File: src/rtl/ise_pkg.sv
// Shared constants, types and decode for the switch-enable expander pair.
// Assumes a single system clock; the two-wire bus pins arrive asynchronously.
package ise_pkg;

  // Seven-bit target addresses of the two expanders
  localparam logic [6:0] ISE_EXP0_ADDR = 7'h21;
  localparam logic [6:0] ISE_EXP1_ADDR = 7'h22;

  // Register indices inside each expander
  localparam logic [7:0] ISE_REG_DIR_A = 8'h00;
  localparam logic [7:0] ISE_REG_DIR_B = 8'h01;
  localparam logic [7:0] ISE_REG_OUT_A = 8'h12;
  localparam logic [7:0] ISE_REG_OUT_B = 8'h13;

  // Values after reset: no pin driven, output latches cleared; unmapped indices read zero
  localparam logic [7:0] ISE_DRIVE_RST = 8'h00;
  localparam logic [7:0] ISE_OUT_RST   = 8'h00;
  localparam logic [7:0] ISE_UNMAPPED  = 8'h00;

  // Bits per byte on the bus
  localparam logic [3:0] ISE_BYTE_BITS = 4'h8;

  // Bus target sequencer states, one-hot
  typedef enum logic [8:0] {
    ST_IDLE      = 9'h001,
    ST_ADDR      = 9'h002,
    ST_ADDR_ACK  = 9'h004,
    ST_REG       = 9'h008,
    ST_REG_ACK   = 9'h010,
    ST_WDATA     = 9'h020,
    ST_WDATA_ACK = 9'h040,
    ST_RDATA     = 9'h080,
    ST_RDATA_ACK = 9'h100
  } ise_state_t;

  // First expander, port A gate lines
  typedef struct packed {
    logic second_fieldbus_gate;
    logic first_fieldbus_gate;
    logic media_link_gate;
    logic spare4;
    logic spare3;
    logic serial_port_gate;
    logic serial_handshake_gate;
    logic eeprom_select_gate;
  } ise_exp0_pa_t;

  // First expander, port B gate lines
  typedef struct packed {
    logic coax_audio_gate;
    logic optical_audio_gate;
    logic flash_quad_lines_gate;
    logic flash_select_gate;
    logic card_write_protect_gate;
    logic jack_direction_select;
    logic audio_adc_gate;
    logic audio_dac_gate;
  } ise_exp0_pb_t;

  // One-hot register hit: {out_b, out_a, dir_b, dir_a}
  function automatic logic [3:0] ise_reg_hit(input logic [7:0] idx);
    ise_reg_hit = {idx == ISE_REG_OUT_B, idx == ISE_REG_OUT_A,
                   idx == ISE_REG_DIR_B, idx == ISE_REG_DIR_A};
  endfunction : ise_reg_hit

endpackage : ise_pkg

File: src/rtl/i2c_switch_enable_expanders.sv
// Two two-wire bus port expanders driving board switch enables.
// Assumes SCL/SDA pins are asynchronous and pulled up outside; SDA is open drain.
`timescale 1ns/10ps
module i2c_switch_enable_expanders
  import ise_pkg::*;
(
  // Clock and reset
  input  wire logic         i_clk_sys,
  input  wire logic         i_nrst,
  // Two-wire bus pins
  input  wire logic         i_scl,
  input  wire logic         i_sda,
  output logic              o_sda_out,
  output logic              o_sda_oe,
  // First expander pins
  output ise_exp0_pa_t      o_exp0_port_a,
  output logic        [7:0] o_exp0_port_a_oe,
  output ise_exp0_pb_t      o_exp0_port_b,
  output logic        [7:0] o_exp0_port_b_oe,
  // Second expander pins
  output logic        [7:0] o_exp1_port_a,
  output logic        [7:0] o_exp1_port_a_oe,
  output logic        [7:0] o_exp1_port_b,
  output logic        [7:0] o_exp1_port_b_oe
);

  logic       scl_s1_r, scl_s2_r, scl_s3_r;
  logic       sda_s1_r, sda_s2_r, sda_s3_r;
  logic       scl_rise, scl_fall, start_det, stop_det;
  ise_state_t state_r;
  logic [3:0] cnt_r;
  logic [7:0] shift_r;
  logic [7:0] tx_r;
  logic [7:0] ptr_r;
  logic       sel_r;
  logic       rw_r;
  logic       nack_r;
  logic       sda_oe_r;
  logic       wr_r;
  logic [7:0] wr_idx_r;
  logic [7:0] wr_data_r;
  logic       addr_hit0, addr_hit1;
  logic [7:0] reg_idx;
  logic [7:0] rd0, rd1, rd_mux;
  logic [7:0] p0a, p0b;

  // Two flops before use; the third stage only feeds edge detection
  always_ff @(posedge i_clk_sys or negedge i_nrst) begin
    if (!i_nrst) begin
      scl_s1_r <= 1'b1;
      scl_s2_r <= 1'b1;
      scl_s3_r <= 1'b1;
      sda_s1_r <= 1'b1;
      sda_s2_r <= 1'b1;
      sda_s3_r <= 1'b1;
    end else begin
      scl_s1_r <= i_scl;
      scl_s2_r <= scl_s1_r;
      scl_s3_r <= scl_s2_r;
      sda_s1_r <= i_sda;
      sda_s2_r <= sda_s1_r;
      sda_s3_r <= sda_s2_r;
    end
  end

  // Bus events
  assign scl_rise  = scl_s2_r & ~scl_s3_r;
  assign scl_fall  = ~scl_s2_r & scl_s3_r;
  assign start_det = scl_s2_r & scl_s3_r & sda_s3_r & ~sda_s2_r;
  assign stop_det  = scl_s2_r & scl_s3_r & ~sda_s3_r & sda_s2_r;

  // Address compare on the seven upper bits; the low bit is direction
  assign addr_hit0 = (shift_r[7:1] == ISE_EXP0_ADDR);
  assign addr_hit1 = (shift_r[7:1] == ISE_EXP1_ADDR);

  // Shared index: a pending write takes precedence over read lookup
  assign reg_idx = wr_r ? wr_idx_r : ptr_r;
  assign rd_mux  = sel_r ? rd1 : rd0;

  // Bus target sequencer; SDA changes only after SCL falls
  always_ff @(posedge i_clk_sys or negedge i_nrst) begin
    if (!i_nrst) begin
      state_r   <= ST_IDLE;
      cnt_r     <= 4'h0;
      shift_r   <= 8'h00;
      tx_r      <= 8'h00;
      ptr_r     <= 8'h00;
      sel_r     <= 1'b0;
      rw_r      <= 1'b0;
      nack_r    <= 1'b0;
      sda_oe_r  <= 1'b0;
      wr_r      <= 1'b0;
      wr_idx_r  <= 8'h00;
      wr_data_r <= 8'h00;
    end else begin
      wr_r <= 1'b0;
      if (start_det) begin
        // Start or repeated start always restarts address phase
        state_r  <= ST_ADDR;
        cnt_r    <= 4'h0;
        sda_oe_r <= 1'b0;
      end else if (stop_det) begin
        state_r  <= ST_IDLE;
        sda_oe_r <= 1'b0;
      end else begin
        case (state_r)
          ST_IDLE: begin
            sda_oe_r <= 1'b0;
          end
          ST_ADDR, ST_REG, ST_WDATA: begin
            if (scl_rise && cnt_r != ISE_BYTE_BITS) begin
              shift_r <= {shift_r[6:0], sda_s2_r};
              cnt_r   <= cnt_r + 4'h1;
            end else if (scl_fall && cnt_r == ISE_BYTE_BITS) begin
              cnt_r <= 4'h0;
              if (state_r == ST_ADDR) begin
                if (addr_hit0 || addr_hit1) begin
                  sel_r    <= addr_hit1;
                  rw_r     <= shift_r[0];
                  sda_oe_r <= 1'b1;
                  state_r  <= ST_ADDR_ACK;
                end else begin
                  state_r <= ST_IDLE;
                end
              end else if (state_r == ST_REG) begin
                ptr_r    <= shift_r;
                sda_oe_r <= 1'b1;
                state_r  <= ST_REG_ACK;
              end else begin
                wr_r      <= 1'b1;
                wr_idx_r  <= ptr_r;
                wr_data_r <= shift_r;
                ptr_r     <= ptr_r + 8'h01; // Sequential writes
                sda_oe_r  <= 1'b1;
                state_r   <= ST_WDATA_ACK;
              end
            end
          end
          ST_ADDR_ACK: begin
            if (scl_fall) begin
              if (rw_r) begin
                tx_r     <= rd_mux;
                sda_oe_r <= ~rd_mux[7];
                ptr_r    <= ptr_r + 8'h01;
                state_r  <= ST_RDATA;
              end else begin
                sda_oe_r <= 1'b0;
                state_r  <= ST_REG;
              end
            end
          end
          ST_REG_ACK, ST_WDATA_ACK: begin
            if (scl_fall) begin
              sda_oe_r <= 1'b0;
              state_r  <= ST_WDATA;
            end
          end
          ST_RDATA: begin
            if (scl_rise && cnt_r != ISE_BYTE_BITS) begin
              cnt_r <= cnt_r + 4'h1;
            end else if (scl_fall && cnt_r == ISE_BYTE_BITS) begin
              sda_oe_r <= 1'b0; // Let master acknowledge
              state_r  <= ST_RDATA_ACK;
            end else if (scl_fall) begin
              tx_r     <= {tx_r[6:0], 1'b0};
              sda_oe_r <= ~tx_r[6];
            end
          end
          ST_RDATA_ACK: begin
            if (scl_rise) begin
              nack_r <= sda_s2_r;
              cnt_r  <= 4'h0;
            end else if (scl_fall) begin
              if (nack_r) begin
                state_r <= ST_IDLE;
              end else begin
                tx_r     <= rd_mux;
                sda_oe_r <= ~rd_mux[7];
                ptr_r    <= ptr_r + 8'h01;
                state_r  <= ST_RDATA;
              end
            end
          end
          default: begin
            state_r  <= ST_IDLE;
            sda_oe_r <= 1'b0;
          end
        endcase
      end
    end
  end

  // Open drain: the pin only ever pulls low
  assign o_sda_out = 1'b0;
  assign o_sda_oe  = sda_oe_r;

  // First expander: gate lines for serial, fieldbus, audio, card and flash
  ise_expander_regs u_exp0 (
    .i_clk_sys (i_clk_sys),
    .i_nrst    (i_nrst),
    .i_wr_en   (wr_r & ~sel_r),
    .i_reg_idx (reg_idx),
    .i_wr_data (wr_data_r),
    .o_rd_data (rd0),
    .o_port_a  (p0a),
    .o_port_b  (p0b),
    .o_drive_a (o_exp0_port_a_oe),
    .o_drive_b (o_exp0_port_b_oe)
  );

  // Second expander
  ise_expander_regs u_exp1 (
    .i_clk_sys (i_clk_sys),
    .i_nrst    (i_nrst),
    .i_wr_en   (wr_r & sel_r),
    .i_reg_idx (reg_idx),
    .i_wr_data (wr_data_r),
    .o_rd_data (rd1),
    .o_port_a  (o_exp1_port_a),
    .o_port_b  (o_exp1_port_b),
    .o_drive_a (o_exp1_port_a_oe),
    .o_drive_b (o_exp1_port_b_oe)
  );

  // Named gate views of the first expander's latches
  assign o_exp0_port_a = ise_exp0_pa_t'(p0a);
  assign o_exp0_port_b = ise_exp0_pb_t'(p0b);

  // First address is acknowledged and selects the first bank
  addr_first_a: assert property (@(posedge i_clk_sys) disable iff (!i_nrst)
    (state_r == ST_ADDR && scl_fall && cnt_r == 4'h8 && addr_hit0 && !start_det && !stop_det)
      |=> (state_r == ST_ADDR_ACK && o_sda_oe && !sel_r))
    else $error("first expander address not acknowledged");

  // Second address is acknowledged and selects the second bank
  addr_second_a: assert property (@(posedge i_clk_sys) disable iff (!i_nrst)
    (state_r == ST_ADDR && scl_fall && cnt_r == 4'h8 && addr_hit1 && !start_det && !stop_det)
      |=> (state_r == ST_ADDR_ACK && o_sda_oe && sel_r))
    else $error("second expander address not acknowledged");

  // Port A write reaches the eeprom, link and second fieldbus gates
  gate_port_a_a: assert property (@(posedge i_clk_sys) disable iff (!i_nrst)
    (wr_r && !sel_r && wr_idx_r == ISE_REG_OUT_A)
      |=> (o_exp0_port_a.media_link_gate == $past(wr_data_r[5])
           && o_exp0_port_a.second_fieldbus_gate == $past(wr_data_r[7])
           && o_exp0_port_a.eeprom_select_gate == $past(wr_data_r[0])))
    else $error("port A gate lines do not follow write");

  // Port B bits 1 and 2 reach the audio ADC gate and the jack select
  audio_gate_a: assert property (@(posedge i_clk_sys) disable iff (!i_nrst)
    (wr_r && !sel_r && wr_idx_r == ISE_REG_OUT_B)
      |=> (o_exp0_port_b.jack_direction_select == $past(wr_data_r[2])
           && o_exp0_port_b.audio_adc_gate == $past(wr_data_r[1])))
    else $error("audio gate lines do not follow write");

  // Port B bits 3, 5 and 7 reach card, flash and digital audio gates
  flash_gate_a: assert property (@(posedge i_clk_sys) disable iff (!i_nrst)
    (wr_r && !sel_r && wr_idx_r == ISE_REG_OUT_B)
      |=> (o_exp0_port_b.flash_quad_lines_gate == $past(wr_data_r[5])
           && o_exp0_port_b.card_write_protect_gate == $past(wr_data_r[3])
           && o_exp0_port_b.coax_audio_gate == $past(wr_data_r[7])))
    else $error("card and flash gate lines do not follow write");

endmodule : i2c_switch_enable_expanders

File: src/rtl/ise_expander_regs.sv
// Register bank of one expander: two direction and two output registers.
// Assumes write strobes and indices come from the bus target on the same clock.
`timescale 1ns/10ps
module ise_expander_regs
  import ise_pkg::*;
(
  // Clock and reset
  input  wire logic       i_clk_sys,
  input  wire logic       i_nrst,
  // Register access
  input  wire logic       i_wr_en,
  input  wire logic [7:0] i_reg_idx,
  input  wire logic [7:0] i_wr_data,
  output logic      [7:0] o_rd_data,
  // Port pins
  output logic      [7:0] o_port_a,
  output logic      [7:0] o_port_b,
  output logic      [7:0] o_drive_a,
  output logic      [7:0] o_drive_b
);

  logic [3:0] hit;
  logic [7:0] port_a_r;
  logic [7:0] port_b_r;
  logic [7:0] drive_a_r;
  logic [7:0] drive_b_r;

  assign hit = ise_reg_hit(i_reg_idx);

  // Drive enables are kept inverted so reset clears them and pins float
  always_ff @(posedge i_clk_sys or negedge i_nrst) begin
    if (!i_nrst) begin
      drive_a_r <= ISE_DRIVE_RST;
      drive_b_r <= ISE_DRIVE_RST;
    end else if (i_wr_en) begin
      if (hit[0]) drive_a_r <= ~i_wr_data;
      if (hit[1]) drive_b_r <= ~i_wr_data;
    end
  end

  // Output latches; a level only reaches the pin once its drive bit is set
  always_ff @(posedge i_clk_sys or negedge i_nrst) begin
    if (!i_nrst) begin
      port_a_r <= ISE_OUT_RST;
      port_b_r <= ISE_OUT_RST;
    end else if (i_wr_en) begin
      if (hit[2]) port_a_r <= i_wr_data;
      if (hit[3]) port_b_r <= i_wr_data;
    end
  end

  // Read back; direction reads as one for an input pin
  always_comb begin
    case (hit)
      4'h1:    o_rd_data = ~drive_a_r;
      4'h2:    o_rd_data = ~drive_b_r;
      4'h4:    o_rd_data = port_a_r;
      4'h8:    o_rd_data = port_b_r;
      default: o_rd_data = ISE_UNMAPPED;
    endcase
  end

  assign o_port_a  = port_a_r;
  assign o_port_b  = port_b_r;
  assign o_drive_a = drive_a_r;
  assign o_drive_b = drive_b_r;

  // Output latch write lands one cycle after the strobe
  out_write_a: assert property (@(posedge i_clk_sys) disable iff (!i_nrst)
    (i_wr_en && i_reg_idx == ISE_REG_OUT_B) |=> (port_b_r == $past(i_wr_data)))
    else $error("port B output latch missed a write");

  // Just out of reset nothing is driven
  reset_float_a: assert property (@(posedge i_clk_sys) disable iff (!i_nrst)
    (!$past(i_nrst)) |-> (drive_a_r == 8'h00 && drive_b_r == 8'h00))
    else $error("pin driven right after reset");

  // A zero direction bit turns the pin into an output
  dir_write_a: assert property (@(posedge i_clk_sys) disable iff (!i_nrst)
    (i_wr_en && i_reg_idx == ISE_REG_DIR_A) ##1 (!i_wr_en)[*2]
      |-> (drive_a_r == ~$past(i_wr_data, 2)))
    else $error("direction A did not follow write");

endmodule : ise_expander_regs

File: config.mk
export PLATFORM = sky130hd
export DESIGN_NAME = i2c_switch_enable_expanders
export DESIGN_NICKNAME = d
export VERILOG_FILES = /design/src/rtl/ise_pkg.sv /design/src/rtl/i2c_switch_enable_expanders.sv /design/src/rtl/ise_expander_regs.sv
export SDC_FILE = /design/constraint.sdc
export NUM_CORES = 1
export LEC_CHECK = 0
export BUFFER_PORTS_ARGS = -buffer_cell sky130_fd_sc_hd__buf_2
export CORE_MARGIN = 2
export CORE_UTILIZATION = 59
export CTS_CLUSTER_DIAMETER = 60
export CTS_CLUSTER_SIZE = 12
export DETAILED_ROUTE_END_ITERATION = 12
export PLACE_DENSITY = 0.76
export SLEW_MARGIN = 15
export SYNTH_ARGS = -nofsm -noshare
export SYNTH_HDL_FRONTEND = slang
export SYNTH_HIERARCHICAL = 1
export SYNTH_SLANG_ARGS = --single-unit
File: constraint.sdc
create_clock -name i_clk_sys -period 3.97 [get_ports i_clk_sys]
set_input_delay 0.794 -clock i_clk_sys [delete_from_list [all_inputs] [get_ports i_clk_sys]]
set_output_delay 0.794 -clock i_clk_sys [all_outputs]
set_load 0.05 [all_outputs]
== After elaboration in Yosys (flattened, before gate mapping) ==
Index checks and enable logic that the tools add are counted.

* Bitwise gates (word level): 26
* Mux-type cells: 69
* Reduce and logical (&&, ||, !) cells: 26
* Add/subtract/negate cells: 2
* Eq/ne operators: 47

{| class="wikitable"
|+ Operators by type and width
! cell !! count
|-
| $mux W8 || 13
|-
| $mux W9 || 11
|-
| $pmux W8 S4 || 2
|-
| $mux W7 || 9
|-
| $pmux W9 S6 || 1
|-
| $ne A4 B4 Y1 const B || 11
|-
| $not A8 Y8 || 5
|-
| $mux W4 || 6
|-
| $ne A2 B2 Y1 const B || 12
|-
| $pmux W8 S3 || 1
|-
| $mux W1 || 22
|-
| $reduce_and A11 Y1 || 2
|-
| $pmux W7 S3 || 1
|-
| $eq A8 B5 Y1 const B || 2
|-
| $reduce_and A2 Y1 || 8
|-
| $eq A7 B6 Y1 const B || 2
|-
| $reduce_and A7 Y1 || 2
|-
| $not A1 Y1 || 12
|-
| $pmux W4 S3 || 1
|-
| $ne A5 B5 Y1 const B || 2
|-
| $reduce_and A10 Y1 || 1
|-
| $and A1 B1 Y1 || 9
|-
| $eq A9 B1 Y1 const B || 1
|-
| $eq A9 B2 Y1 const B || 1
|-
| 27 further kinds || 33
|}

* Bits of input ports: 4
* Output and inout port bits: 66
* Flip-flop bits (word level): 127

== Depth between registers and ports, before layout ==
Gate-level depths: netlist (run 1).

* Depth after elaboration: 12
* Depth in mapped cells: 12
* Mapped depth without buffers: 9

== By module ==
Netlist (run 1), hierarchy kept.

{| class="wikitable"
|+ By module, submodules not included
! module !! times used !! cells each !! area an instance (um2)
|-
| i2c_switch_enable_expanders || 1 || 310 || 3370.7
|-
| ise_expander_regs || 2 || 128 || 1605.3
|}

== Worst setup path after synthesis (run 1) ==
No wires, ideal clock.

* Kind: reg2reg
* From: register wr_r
* To: register sda_oe_r, in the netlist o_sda_oe
* Setup slack: 1.075 ns
* Arrival: 2.758 ns
* Buffers on the path: 3
* Library setup time: 0.136 ns
* Stages on the path, launching flop included: 13
* Path through: dfrtp_1 -> clkbuf_1 -> mux2_2 -> or4_1 -> buf_2 -> or2_2 -> clkbuf_1 -> nor2_1 -> nor2b_1 -> a2111oi_0 -> o31a_1 -> mux2i_1 -> nor2_1

* Cells in the longest elaborated chain, start to end: 12
* Elaborated cells on any way between the ends: 21
* Classes of those cells: eq/ne (7); mux (12); bitwise (1); reduce/logical (1)

{| class="wikitable"
|+ Ends and longest elaborated chain
! element !! RTL line !! source
|-
| from (decl) || i2c_switch_enable_expanders.sv:39 || <nowiki>logic wr_r;</nowiki>
|-
| from (signal assigned) || i2c_switch_enable_expanders.sv:92 || <nowiki>wr_r <= 1'b0;</nowiki>
|-
| from (signal assigned) || i2c_switch_enable_expanders.sv:96 || <nowiki>wr_r <= 1'b0;</nowiki>
|-
| from (signal assigned) || i2c_switch_enable_expanders.sv:130 || <nowiki>wr_r <= 1'b1;</nowiki>
|-
| $mux W8 * || i2c_switch_enable_expanders.sv:77 || <nowiki>assign reg_idx = wr_r ? wr_idx_r : ptr_r;</nowiki>
|-
| named net reg_idx[5] || i2c_switch_enable_expanders.sv:43 || <nowiki>logic [7:0] reg_idx;</nowiki>
|-
| $eq A8 B1 Y1, or another cell as far along || ise_pkg.sv:63 || <nowiki>idx == ISE_REG_DIR_B, idx == ISE_REG_DIR_A};</nowiki>
|-
| $eq A4 B4 Y1, or another cell as far along || ise_expander_regs.sv:54 || <nowiki>case (hit)</nowiki>
|-
| $pmux W8 S4 * || ise_expander_regs.sv:54 ||
|-
| named net rd0[7] || i2c_switch_enable_expanders.sv:44 || <nowiki>logic [7:0] rd0, rd1, rd_mux;</nowiki>
|-
| $mux W8 * || i2c_switch_enable_expanders.sv:78 || <nowiki>assign rd_mux = sel_r ? rd1 : rd0;</nowiki>
|-
| $not A1 Y1 * || i2c_switch_enable_expanders.sv:143, i2c_switch_enable_expanders.sv:178 ||
|-
| $mux W1 || i2c_switch_enable_expanders.sv:174 || <nowiki>if (nack_r) begin</nowiki>
|-
| $mux W1 || i2c_switch_enable_expanders.sv:173 || <nowiki>end else if (scl_fall) begin</nowiki>
|-
| $mux W1 || i2c_switch_enable_expanders.sv:170 || <nowiki>if (scl_rise) begin</nowiki>
|-
| $pmux W1 S5 * || i2c_switch_enable_expanders.sv:106 || <nowiki>case (state_r)</nowiki>
|-
| $mux W1 * || i2c_switch_enable_expanders.sv:102 || <nowiki>end else if (stop_det) begin</nowiki>
|-
| $mux W1 * || i2c_switch_enable_expanders.sv:97 || <nowiki>if (start_det) begin</nowiki>
|-
| to (signal assigned) || i2c_switch_enable_expanders.sv:143 || <nowiki>sda_oe_r <= ~rd_mux[7];</nowiki>
|-
| to (signal assigned) || i2c_switch_enable_expanders.sv:166 || <nowiki>sda_oe_r <= ~tx_r[6];</nowiki>
|-
| to (signal assigned) || i2c_switch_enable_expanders.sv:178 || <nowiki>sda_oe_r <= ~rd_mux[7];</nowiki>
|-
| to (decl) || i2c_switch_enable_expanders.sv:38 || <nowiki>logic sda_oe_r;</nowiki>
|}

Mark *: on every way through the listed nets, which the timed path passes. The rest lies on a longest branch. The select of a mux whose other input is x is not followed.
A chain may end at the register's enable or synchronous reset.

== Final worst setup path (run 1) ==
Same ends and word-level chain as after synthesis.

==> results of run 1 <==
worst paths after layout:
kind	endpoint	cells past startpoint	slack (ns)	start
min reg2reg	sda_s2_r	0	0.36	sda_s1_r
max	o_sda_oe	9	0.89	wr_r
max in group asynchronous	u_exp0/o_port_b[0]	2	2.81	i_nrst
max reg2reg	o_sda_oe	9	0.89	wr_r
min	state_r[8]	1	0.34	i_nrst
min in group i_clk_sys	sda_s1_r	1	0.35	i_sda
metrics by stage:
step / instances / utilization [%] / cell area (µm²) / hold slack (ns) / total power (µW)
6_report: 785 / 70.6 / 7650 / 0.341 / 3140
5_1_grt: 785 / 70.6 / 7650 / 0.326 / 3240
4_1_cts: 785 / 70.6 / 7650 / 0.335 / 3170
3_5_place_dp: 753 / 64.7 / 7010 / 0.348 / 1480
3_3_place_gp: 753 / 64.7 / 7010 / 0.347 / 1480
2_1_floorplan: 566 / - / 6580 / 0.345 / 1440
where the power goes:
part | switching (µW) | internal (µW)
sequential | 22.5 | 1310
combinational | 83.2 | 43.5
clock | 580 | 1100
placed cells by master, fill, tap and decap left out, types with 6 or more instances in the layout:
| cell type | instances |
|---|---|
| dfrtp_1 | 120 |
| a21oi_1 | 10 |
| mux2_2 | 75 |
| nand2_1 | 26 |
| nor2b_1 | 6 |
| nor3_1 | 9 |
| inv_1 | 38 |
| buf_2 | 67 |
| nor4_4 | 9 |
| or2_2 | 7 |
| and3_1 | 6 |
| nand3_1 | 13 |
| a2bb2oi_1 | 16 |
| o21ai_0 | 22 |
| nor2_1 | 37 |
| clkbuf_16 | 16 |
| mux2i_1 | 77 |
| dfstp_2 | 7 |
metal layers:
metal	vias up	GRT usage [%]
li1	2167	-
met1	2393	39.3
met2	129	41.6
met3	19	6.82
met5	-	0
met4	0	9.86
cell families (layout without fill, tap and decap cells):
logic type,Yosys count,in the layout,share of synthesized area (%)
DFF,127,127,48.4
buffers and inverters,61,140,3.94
adders and majority gates,3,3,0.570
muxes,156,156,25.2
xor gates and xnor gates,4,4,0.532
AOI/OAI and AO/OA,74,74,8.25
other,1,1,0.0570
and+or+nand+nor,140,140,13.0
layout make-up:
cell class / instances / area (µm²)
timing repair buffer: 70 / 370
clock buffer: 18 / 428
sequential: 127 / 3190
fill: 810 / 3190
tap: 140 / 175
inverter: 38 / 143
clock inverter: 14 / 214
multi-input combinational: 378 / 3140
==> reports/qor.yml, run 1 <==
critical_path:
  worstSetupPathType: "flop to flop"
  critPathArrivalTime_ns: 3.48
  crit_family: "simple AND/OR/NAND/NOR gates"
  critPathLaunchType: "flop"
  slowest_stage: "or4_1"
  path_cells: "mux2_2, or4_1, or2_2, nor2_1, nor2b_1, a2111oi_0, o31a_1, mux2i_1, nor2_1"
  required_ns: 4.37
  cpMostUsedCell: "nor2_1"
  path_max_fanout: 10
  slowest_delay_ns: 0.73
  path_buf_inv: 0
  end_kind: "flop"
clocking:
  clock_latency_ns: 0.54
  path_clk_slew_ns: 0.06
  clock_path_buffers: 2
  cts-root-buf: "clkbuf_8"
  htree_num_levels: 4
  clkSinkCount: 127
  cts_tree: "yes"
  hold_buffers: 0
  postCtsSetupBuffers: 0
  cts_buffers: 17
  cts_resized: 0
synth:
  syn-num-nets: 573
  synth_edf_count: 0
  synthDistinctLibCells: 55
  yosysMostFrequentCell: "dfrtp_1"
  netlist_area_mm2: 0.00658
  synthArstFlopShare_pct: 100
  yosysWarnings: 6
  synth.top_cell.area_share_pct: 45.6
  synth.area.top_cells: "dfrtp_1 46%, mux2_2 13%, mux2i_1 12%"
  synth_seq_area_share_pct: 48.4
  synth_cells: 566
  syn_avg_cell_area_um2: 11.6
  synthFlopType: "dfrtp_1"
  ys_top_cells_by_count: "120 x dfrtp_1, 77 x mux2i_1, 75 x mux2_2, 38 x inv_1, 37 x nor2_1"
  synth.largest_area_cell: "dfrtp_1"
  synth_seq_cells: 127
placed_design:
  dp_hpwl_um: 10300
  place.gp.congestion: 0.869
  place_ws_ns: 0.914
  io_buffers: 68
hold_path:
  hold_path.class: "input pin to async pin"
cells_and_area:
  regMostFlops: "state_r"
  area_growth_pct: 16.3
  largest_reg_flops: 9
  drive_gt1_share_pct: 32.9
  fin_nets: 639
  n_antenna_cell: 0
floorplanning:
  rows: 38
  dieHeight_um: 110
  start_util_pct: 60.7
  dieArea_mm2: 0.0120
  die_w_um: 110
  core_mm2: 0.0108
  ios: 70
timing:
  fmaxAchievable_mhz: 324
  finalHoldViolCount: 0
  slew_violations: 0
  timing.setup.tns_ns: 0
  tightestPinTransition_ns: 1.11
  fin_crit_sh_pct: 77.7
  worst_slack_ns: 0.887
  period_needed_ns: 3.08
  fin_skew_ns: 0.00837
  max-slew-margin-rel_pct: 25.9
  rsz0062_at_grt: "no"
  setup_viol: 0
routing:
  wl_met1_um: 7140
  drtIter0Drc: 328
  drc_errors: 0
  post_drt_wl_per_cell_um: 19.6
  met3_length_um: 781
  ant_nets: 0
  wl_um: 15400
  vias: 4708
  drt_pass1_iterations: 5
  routed.top_layer: "met4"
  wl_met2_um: 7250
  avgViaCountPerCell: 6.00
global_routing:
  grt_pass1_vias: 4764
  globalRoute.totalOverflow: 0
  grt_max_degree: 65
  grt_pass1_wl_um: 24800
  grt_usage_pct: 27.7
  antenna_found_initial: 0
power_and_ir_drop:
  power.density_mw_per_mm2: 411
  vdd_drop_max_v: 0.000418
  p_leak_uw: 0.00354
flow_run:
  maxCapViolations: 0
outcome:
  status: "complete, no violations"
No activity file was read; power rests on OpenSTA's default activity.
==> run 2, diff against run 1 <==
Settings changed: CORE_UTILIZATION 59 to 53, PLACE_DENSITY 0.76 to 0.72.
Clock period 3.97 ns to 2.6 ns, I/O delays scaled along.
==> reports/qor.yml, run 2 (synthesis gave the netlist of run 1 again) <==
timing:
  finalHoldViolCount: 0  # unchanged
  max-slew-margin-rel_pct: 55.1  # +29 points
  rsz0062_at_grt: "no"
  fmaxAchievable_mhz: 400  # +23%
  slew_violations: 0  # unchanged
  period_needed_ns: 2.50  # -0.582 ns
  fin_hold_ws_ns: 0.204  # -0.136 ns
  fin_crit_sh_pct: 96.2  # +19 points
  fin_skew_ns: 0.00844  # +0.0000730 ns
  setup_viol: 0  # unchanged
  tightestPinTransition_ns: 0.673  # -0.438 ns
global_routing:
  grt_usage_pct: 26.0  # -1.7 points
  grt_max_degree: 128  # +97%
  grt_pass1_vias: 4967  # +4.3%
  antenna_found_initial: 0  # unchanged
  globalRoute.totalOverflow: 0  # unchanged
  grt_pass1_wl_um: 26200  # +5.9%
placed_design:
  placed_cell_area_mm2: 0.00737  # +5.2%
  io_buffers: 68  # unchanged
  dp_hpwl_um: 11600  # +12%
  place_inst: 820  # +8.9%
  place.gp.congestion: 0.930  # +7.0%
critical_path:
  rr_startpoint: "wr_r"
  path_buf_inv: 1  # +1
  required_ns: 2.90  # -1.47 ns
  crit_start: "wr_r"
  end_kind: "flop"
  worstSetupPathType: "flop to flop"
  crit_family: "multiplexers"
  critPathLaunchType: "flop"
  critPathArrivalTime_ns: 2.80  # -0.68 ns
  path_max_fanout: 11  # +1
  path_cells: "mux2_2, buf_12, mux2i_1, a2bb2oi_1, nor2_1, mux2i_1, o21ai_0, mux2_2"
  path_depth: 8  # -1
  slowest_stage: "mux2_2"
  worstRegToRegCells: 8  # -1
  slowest_delay_ns: 0.46  # -0.27 ns
cells_and_area:
  layout.cells.non_filler: 852  # +8.5%
  design_area_mm2: 0.00796  # +4.0%
  drive_gt1_share_pct: 36.1  # +3.2 points
  area_growth_pct: 20.9
  final_core_util_pct: 66.0  # -4.6 points
  regMostFlops: "state_r"
  layout_common_cells: "119 x dfrtp_1, 77 x mux2i_1, 74 x mux2_2"
  largest_reg_flops: 9  # unchanged
  fin_nets: 678  # +6.1%
  mostFrequentLayoutCell: "dfrtp_1"
  n_antenna_cell: 0  # unchanged
hold_path:
  hp-start: "i_sda"
  whs_path_depth: 1
  hold_path.class: "input pin to flop"
clocking:
  cts_resized: 0  # unchanged
  clkSinkCount: 127  # unchanged
  htree_num_levels: 4  # unchanged
  clock_path_buffers: 2  # unchanged
  cts-root-buf: "clkbuf_16"
  cts_buffers: 17  # unchanged
  cts_tree: "yes"
  postCtsSetupBuffers: 0  # unchanged
  path_clk_slew_ns: 0.05  # about the same
  hold_buffers: 0  # unchanged
  clock_latency_ns: 0.42  # -0.12 ns
floorplanning:
  core_mm2: 0.0121  # +11%
  ios: 70  # unchanged
  dieArea_mm2: 0.0133  # +11%
  dieHeight_um: 115  # +5.3%
  rows: 40  # +5.3%
  start_util_pct: 54.6  # -6.1 points
  die_w_um: 115  # +5.3%
flow_run:
  maxCapViolations: 0  # unchanged
routing:
  vias: 4910  # +4.3%
  wl_um: 16300  # +5.9%
  post_drt_wl_per_cell_um: 19.1  # -2.5%
  drtIter0Drc: 383  # +17%
  drc_errors: 0  # unchanged
  ant_nets: 0  # unchanged
  avgViaCountPerCell: 5.76  # -3.9%
  drt_pass1_iterations: 4  # -1
power_and_ir_drop:
  power.density_mw_per_mm2: 576  # +40%
  p_leak_uw: 0.00371  # +5.0%
  vdd_drop_max_v: 0.000307  # -27%
outcome:
  status: "complete, no violations"
-- run 2: cell count changes in the layout (fill, tap and decap cells not counted), moves of 2 or more --
| cell | before | now |
|---|---|---|
| clkbuf_1 | 0 | 6 |
| clkinvlp_4 | 3 | 1 |
| clkbuf_8 | 2 | 4 |
| bufinv_16 | 5 | 2 |
| buf_4 | 2 | 39 |
| clkinv_4 | 2 | 0 |
| buf_12 | 1 | 3 |
-- run 2: final cells by class --
| type | count | area (µm²) |
|---|---|---|
| inverter | 38 | 143 |
| fill | 914 | 4110 |
| tap | 168 | 210 |
| sequential | 127 | 3190 |
| clock inverter | 5 | 77.6 |
| clock buffer | 27 | 503 |
| multi-input combinational | 378 | 3150 |
| timing repair buffer | 109 | 688 |
-- run 2: worst reg2reg max path, cell delays in order (launching register included) --
cell       delay, ns
dfrtp_2         0.45
mux2_2          0.46
buf_12          0.20
mux2i_1         0.27
a2bb2oi_1       0.35
nor2_1          0.09
mux2i_1         0.21
o21ai_0         0.10
mux2_2          0.25
-- run 2: per-stage QoR --
step | setup TNS [ns] | power [µW] | setup slack (ns)
CTS | 0 | 4620 | 0.0840
floorplan | -0.0534 | 2190 | -0.0534
global placement | 0 | 2280 | 0.141
detailed placement | 0 | 2290 | 0.108
global route | 0 | 4740 | 0.00704
finish | 0 | 4580 | 0.0989
-- run 2: metal layers --
| metal | up-vias | global-route usage, % | wire length, µm |
|---|---|---|---|
| met5 | - | 0 | 0 |
| met4 | 0 | 11.7 | 463 |
| met3 | 30 | 5.54 | 645 |
| met2 | 117 | 41.6 | 7890 |
| met1 | 2519 | 34.2 | 7290 |
| li1 | 2244 | - | - |
-- run 2: final timing paths --
path,end,slack [ns]
worst min-delay path,sda_s1_r,0.20
worst max register to register,tx_r[4],0.1
min in group asynchronous,u_exp0/o_drive_a[3],0.21
worst max-delay path,tx_r[4],0.1
max in group asynchronous,wr_r,1.85
worst min register to register,sda_s2_r,0.36
-- run 2: report_power, final --
part           switching (µW)  leakage, µW  internal, µW
logic                     134      0.00168          79.8
registers                33.6      0.00175          2010
clock network             815     0.000282          1510
total                     983      0.00371          3600
==> run 3, diff against run 2 <==
Settings changed: CORE_ASPECT_RATIO set to 0.5.
==> reports/qor.yml, run 3 (synthesis gave the netlist of run 1 again) <==
outcome:
  status: "complete, no violations"
routing:
  post_drt_wl_per_cell_um: 19.3  # +0.91%
  drtIter0Drc: 353  # -7.8%
  wl_um: 16400  # +0.44%
  vias: 4860  # -1.0%
  avgViaCountPerCell: 5.73  # -0.55%
  drc_errors: 0  # unchanged
  drt_pass1_iterations: 5  # +1
  ant_nets: 0  # unchanged
critical_path:
  rrSetupSlack_ns: 0.11  # about the same
  worstRegToRegCells: 6  # -2
  critPathArrivalTime_ns: 2.78  # -0.02 ns
  timing.rr.end: "o_sda_oe"
  worstSetupPathType: "flop to flop"
  critPathLaunchType: "flop"
  end_kind: "flop"
  required_ns: 2.89  # about the same
  path_max_fanout: 5  # -6
  rr_startpoint: "shift_r[5]"
floorplanning:
  rows: 28  # -30%
  die_w_um: 162  # +40%
  start_util_pct: 55.1  # +0.53 points
  dieArea_mm2: 0.0134  # +0.40%
  core_mm2: 0.0119  # -0.95%
  dieHeight_um: 82.8  # -28%
  ios: 70  # unchanged
placed_design:
  place.gp.congestion: 0.861  # -7.4%
  dp_hpwl_um: 11200  # -3.0%
  io_buffers: 68  # unchanged
global_routing:
  grt_pass1_vias: 4985  # +0.36%
  grt_max_degree: 50  # -61%
  antenna_found_initial: 0  # unchanged
  globalRoute.totalOverflow: 0  # unchanged
  grt_usage_pct: 25.7  # -0.32 points
  grt_pass1_wl_um: 26100  # -0.47%
timing:
  finalHoldViolCount: 0  # unchanged
  fin_crit_sh_pct: 95.8  # -0.41 points
  max-slew-margin-rel_pct: 41.5  # -14 points
  fmaxAchievable_mhz: 402  # +0.42%
  slew_violations: 0  # unchanged
  setup_viol: 0  # unchanged
  timing.setup.tns_ns: 0  # unchanged
  fin_skew_ns: 0.00981  # +0.00137 ns
  period_needed_ns: 2.49  # -0.0105 ns
  tightestPinTransition_ns: 0.855  # +0.181 ns
cells_and_area:
  fin_nets: 677  # -0.15%
  largest_reg_flops: 9  # unchanged
  area_growth_pct: 21.4
  final_core_util_pct: 66.9  # +0.95 points
  mostFrequentLayoutCell: "dfrtp_1"
  n_antenna_cell: 0  # unchanged
  layout_common_cells: "119 x dfrtp_1, 77 x mux2i_1, 73 x mux2_2"
  drive_gt1_share_pct: 37.5  # +1.4 points
  regMostFlops: "state_r"
clocking:
  clock_latency_ns: 0.41  # about the same
  path_clk_slew_ns: 0.06  # about the same
  cts_buffers: 17  # unchanged
  htree_num_levels: 4  # unchanged
  cts_tree: "yes"
  clkSinkCount: 127  # unchanged
  hold_buffers: 0  # unchanged
  cts-root-buf: "clkbuf_16"
  clock_path_buffers: 2  # unchanged
power_and_ir_drop:
  p_leak_uw: 0.00373  # +0.37%
  vdd_drop_max_v: 0.000361  # +18%
  power.density_mw_per_mm2: 592  # +2.8%
hold_path:
  hold_path.class: "input pin to async pin"
flow_run:
  maxCapViolations: 0  # unchanged
run 3: changes by cell type in the layout (fill, tap and decap cells not counted), moves of 2 or more:
cell | previous run | this run
buf_4 | 39 | 37
clkbuf_8 | 4 | 2
clkinv_4 | 0 | 3
clkinvlp_4 | 1 | 3
clkbuf_1 | 6 | 0
buf_6 | 0 | 2
run 3: power breakdown:
group | switching, µW | internal, µW
logic | 136 | 77.6
clock network | 918 | 1560
registers | 34.5 | 2010
run 3: area by class of cell:
| cell class | count | area [µm²] |
|---|---|---|
| Clock buffer | 19 | 453 |
| Fill cell | 918 | 3950 |
| Multi-Input combinational cell | 378 | 3160 |
| Inverter | 38 | 143 |
| Timing Repair Buffer | 108 | 676 |
| Clock inverter | 13 | 163 |
| Sequential cell | 127 | 3190 |
| Tap cell | 165 | 206 |
run 3: routing by layer:
| layer | vias to the layer above | GRT usage [%] | wire [µm] | share of wire [%] |
|---|---|---|---|---|
| li1 | 2238 | - | - | - |
| met1 | 2450 | 35.4 | 7790 | 48 |
| met2 | 147 | 41.3 | 7480 | 46 |
| met3 | 25 | 4.42 | 823 | 5.0 |
| met4 | 0 | 10.3 | 275 | 1.7 |
| met5 | - | 0 | 0 | 0 |
run 3: timing repair:
| action | 4_1_cts | 5_1_grt |
|---|---|---|
| gates resized for setup | 1 | 8 |
| endpoints found under the setup margin | 1 | 4 |
| pin swaps | 0 | 1 |
| setup buffers | 0 | 1 |
run 3: per-stage QoR:
step           power, µW  instances  cell area [µm²]  setup WS [ns]  hold WS [ns]
6_report            4730        848             7990          0.109        0.0509
5_1_grt             4870        848             7990       -0.00233        0.0844
4_1_cts             4750        847             7960        0.00900        0.0588
3_5_place_dp        2290        815             7340        -0.0249         0.349
3_3_place_gp        2280        815             7340          0.148         0.346
2_1_floorplan       2190        566             6630        -0.0534         0.224
run 3: worst max path at each step:
| stage | cells past startpoint | endpoint | start | slack, ns |
|---|---|---|---|---|
| after floorplan | 12 | o_sda_oe | wr_r | -0.05 |
| after global placement | 9 | o_sda_oe | wr_r | 0.15 |
| after detailed placement | 10 | o_sda_oe | wr_r | -0.02 |
| after CTS | 8 | o_sda_oe | wr_r | 0.009 |
| after global routing | 9 | o_sda_oe | wr_r | -0.002 |
| final | 6 | o_sda_oe | shift_r[5] | 0.11 |
run 3: critical path, stage by stage, from the launching register on:
cell and delay (ns):
dfrtp_1 0.43, or3_1 0.44, nor3_1 0.28, o2bb2ai_1 0.11, a2111oi_0 0.77, mux2i_1 0.28, nor2_1 0.06
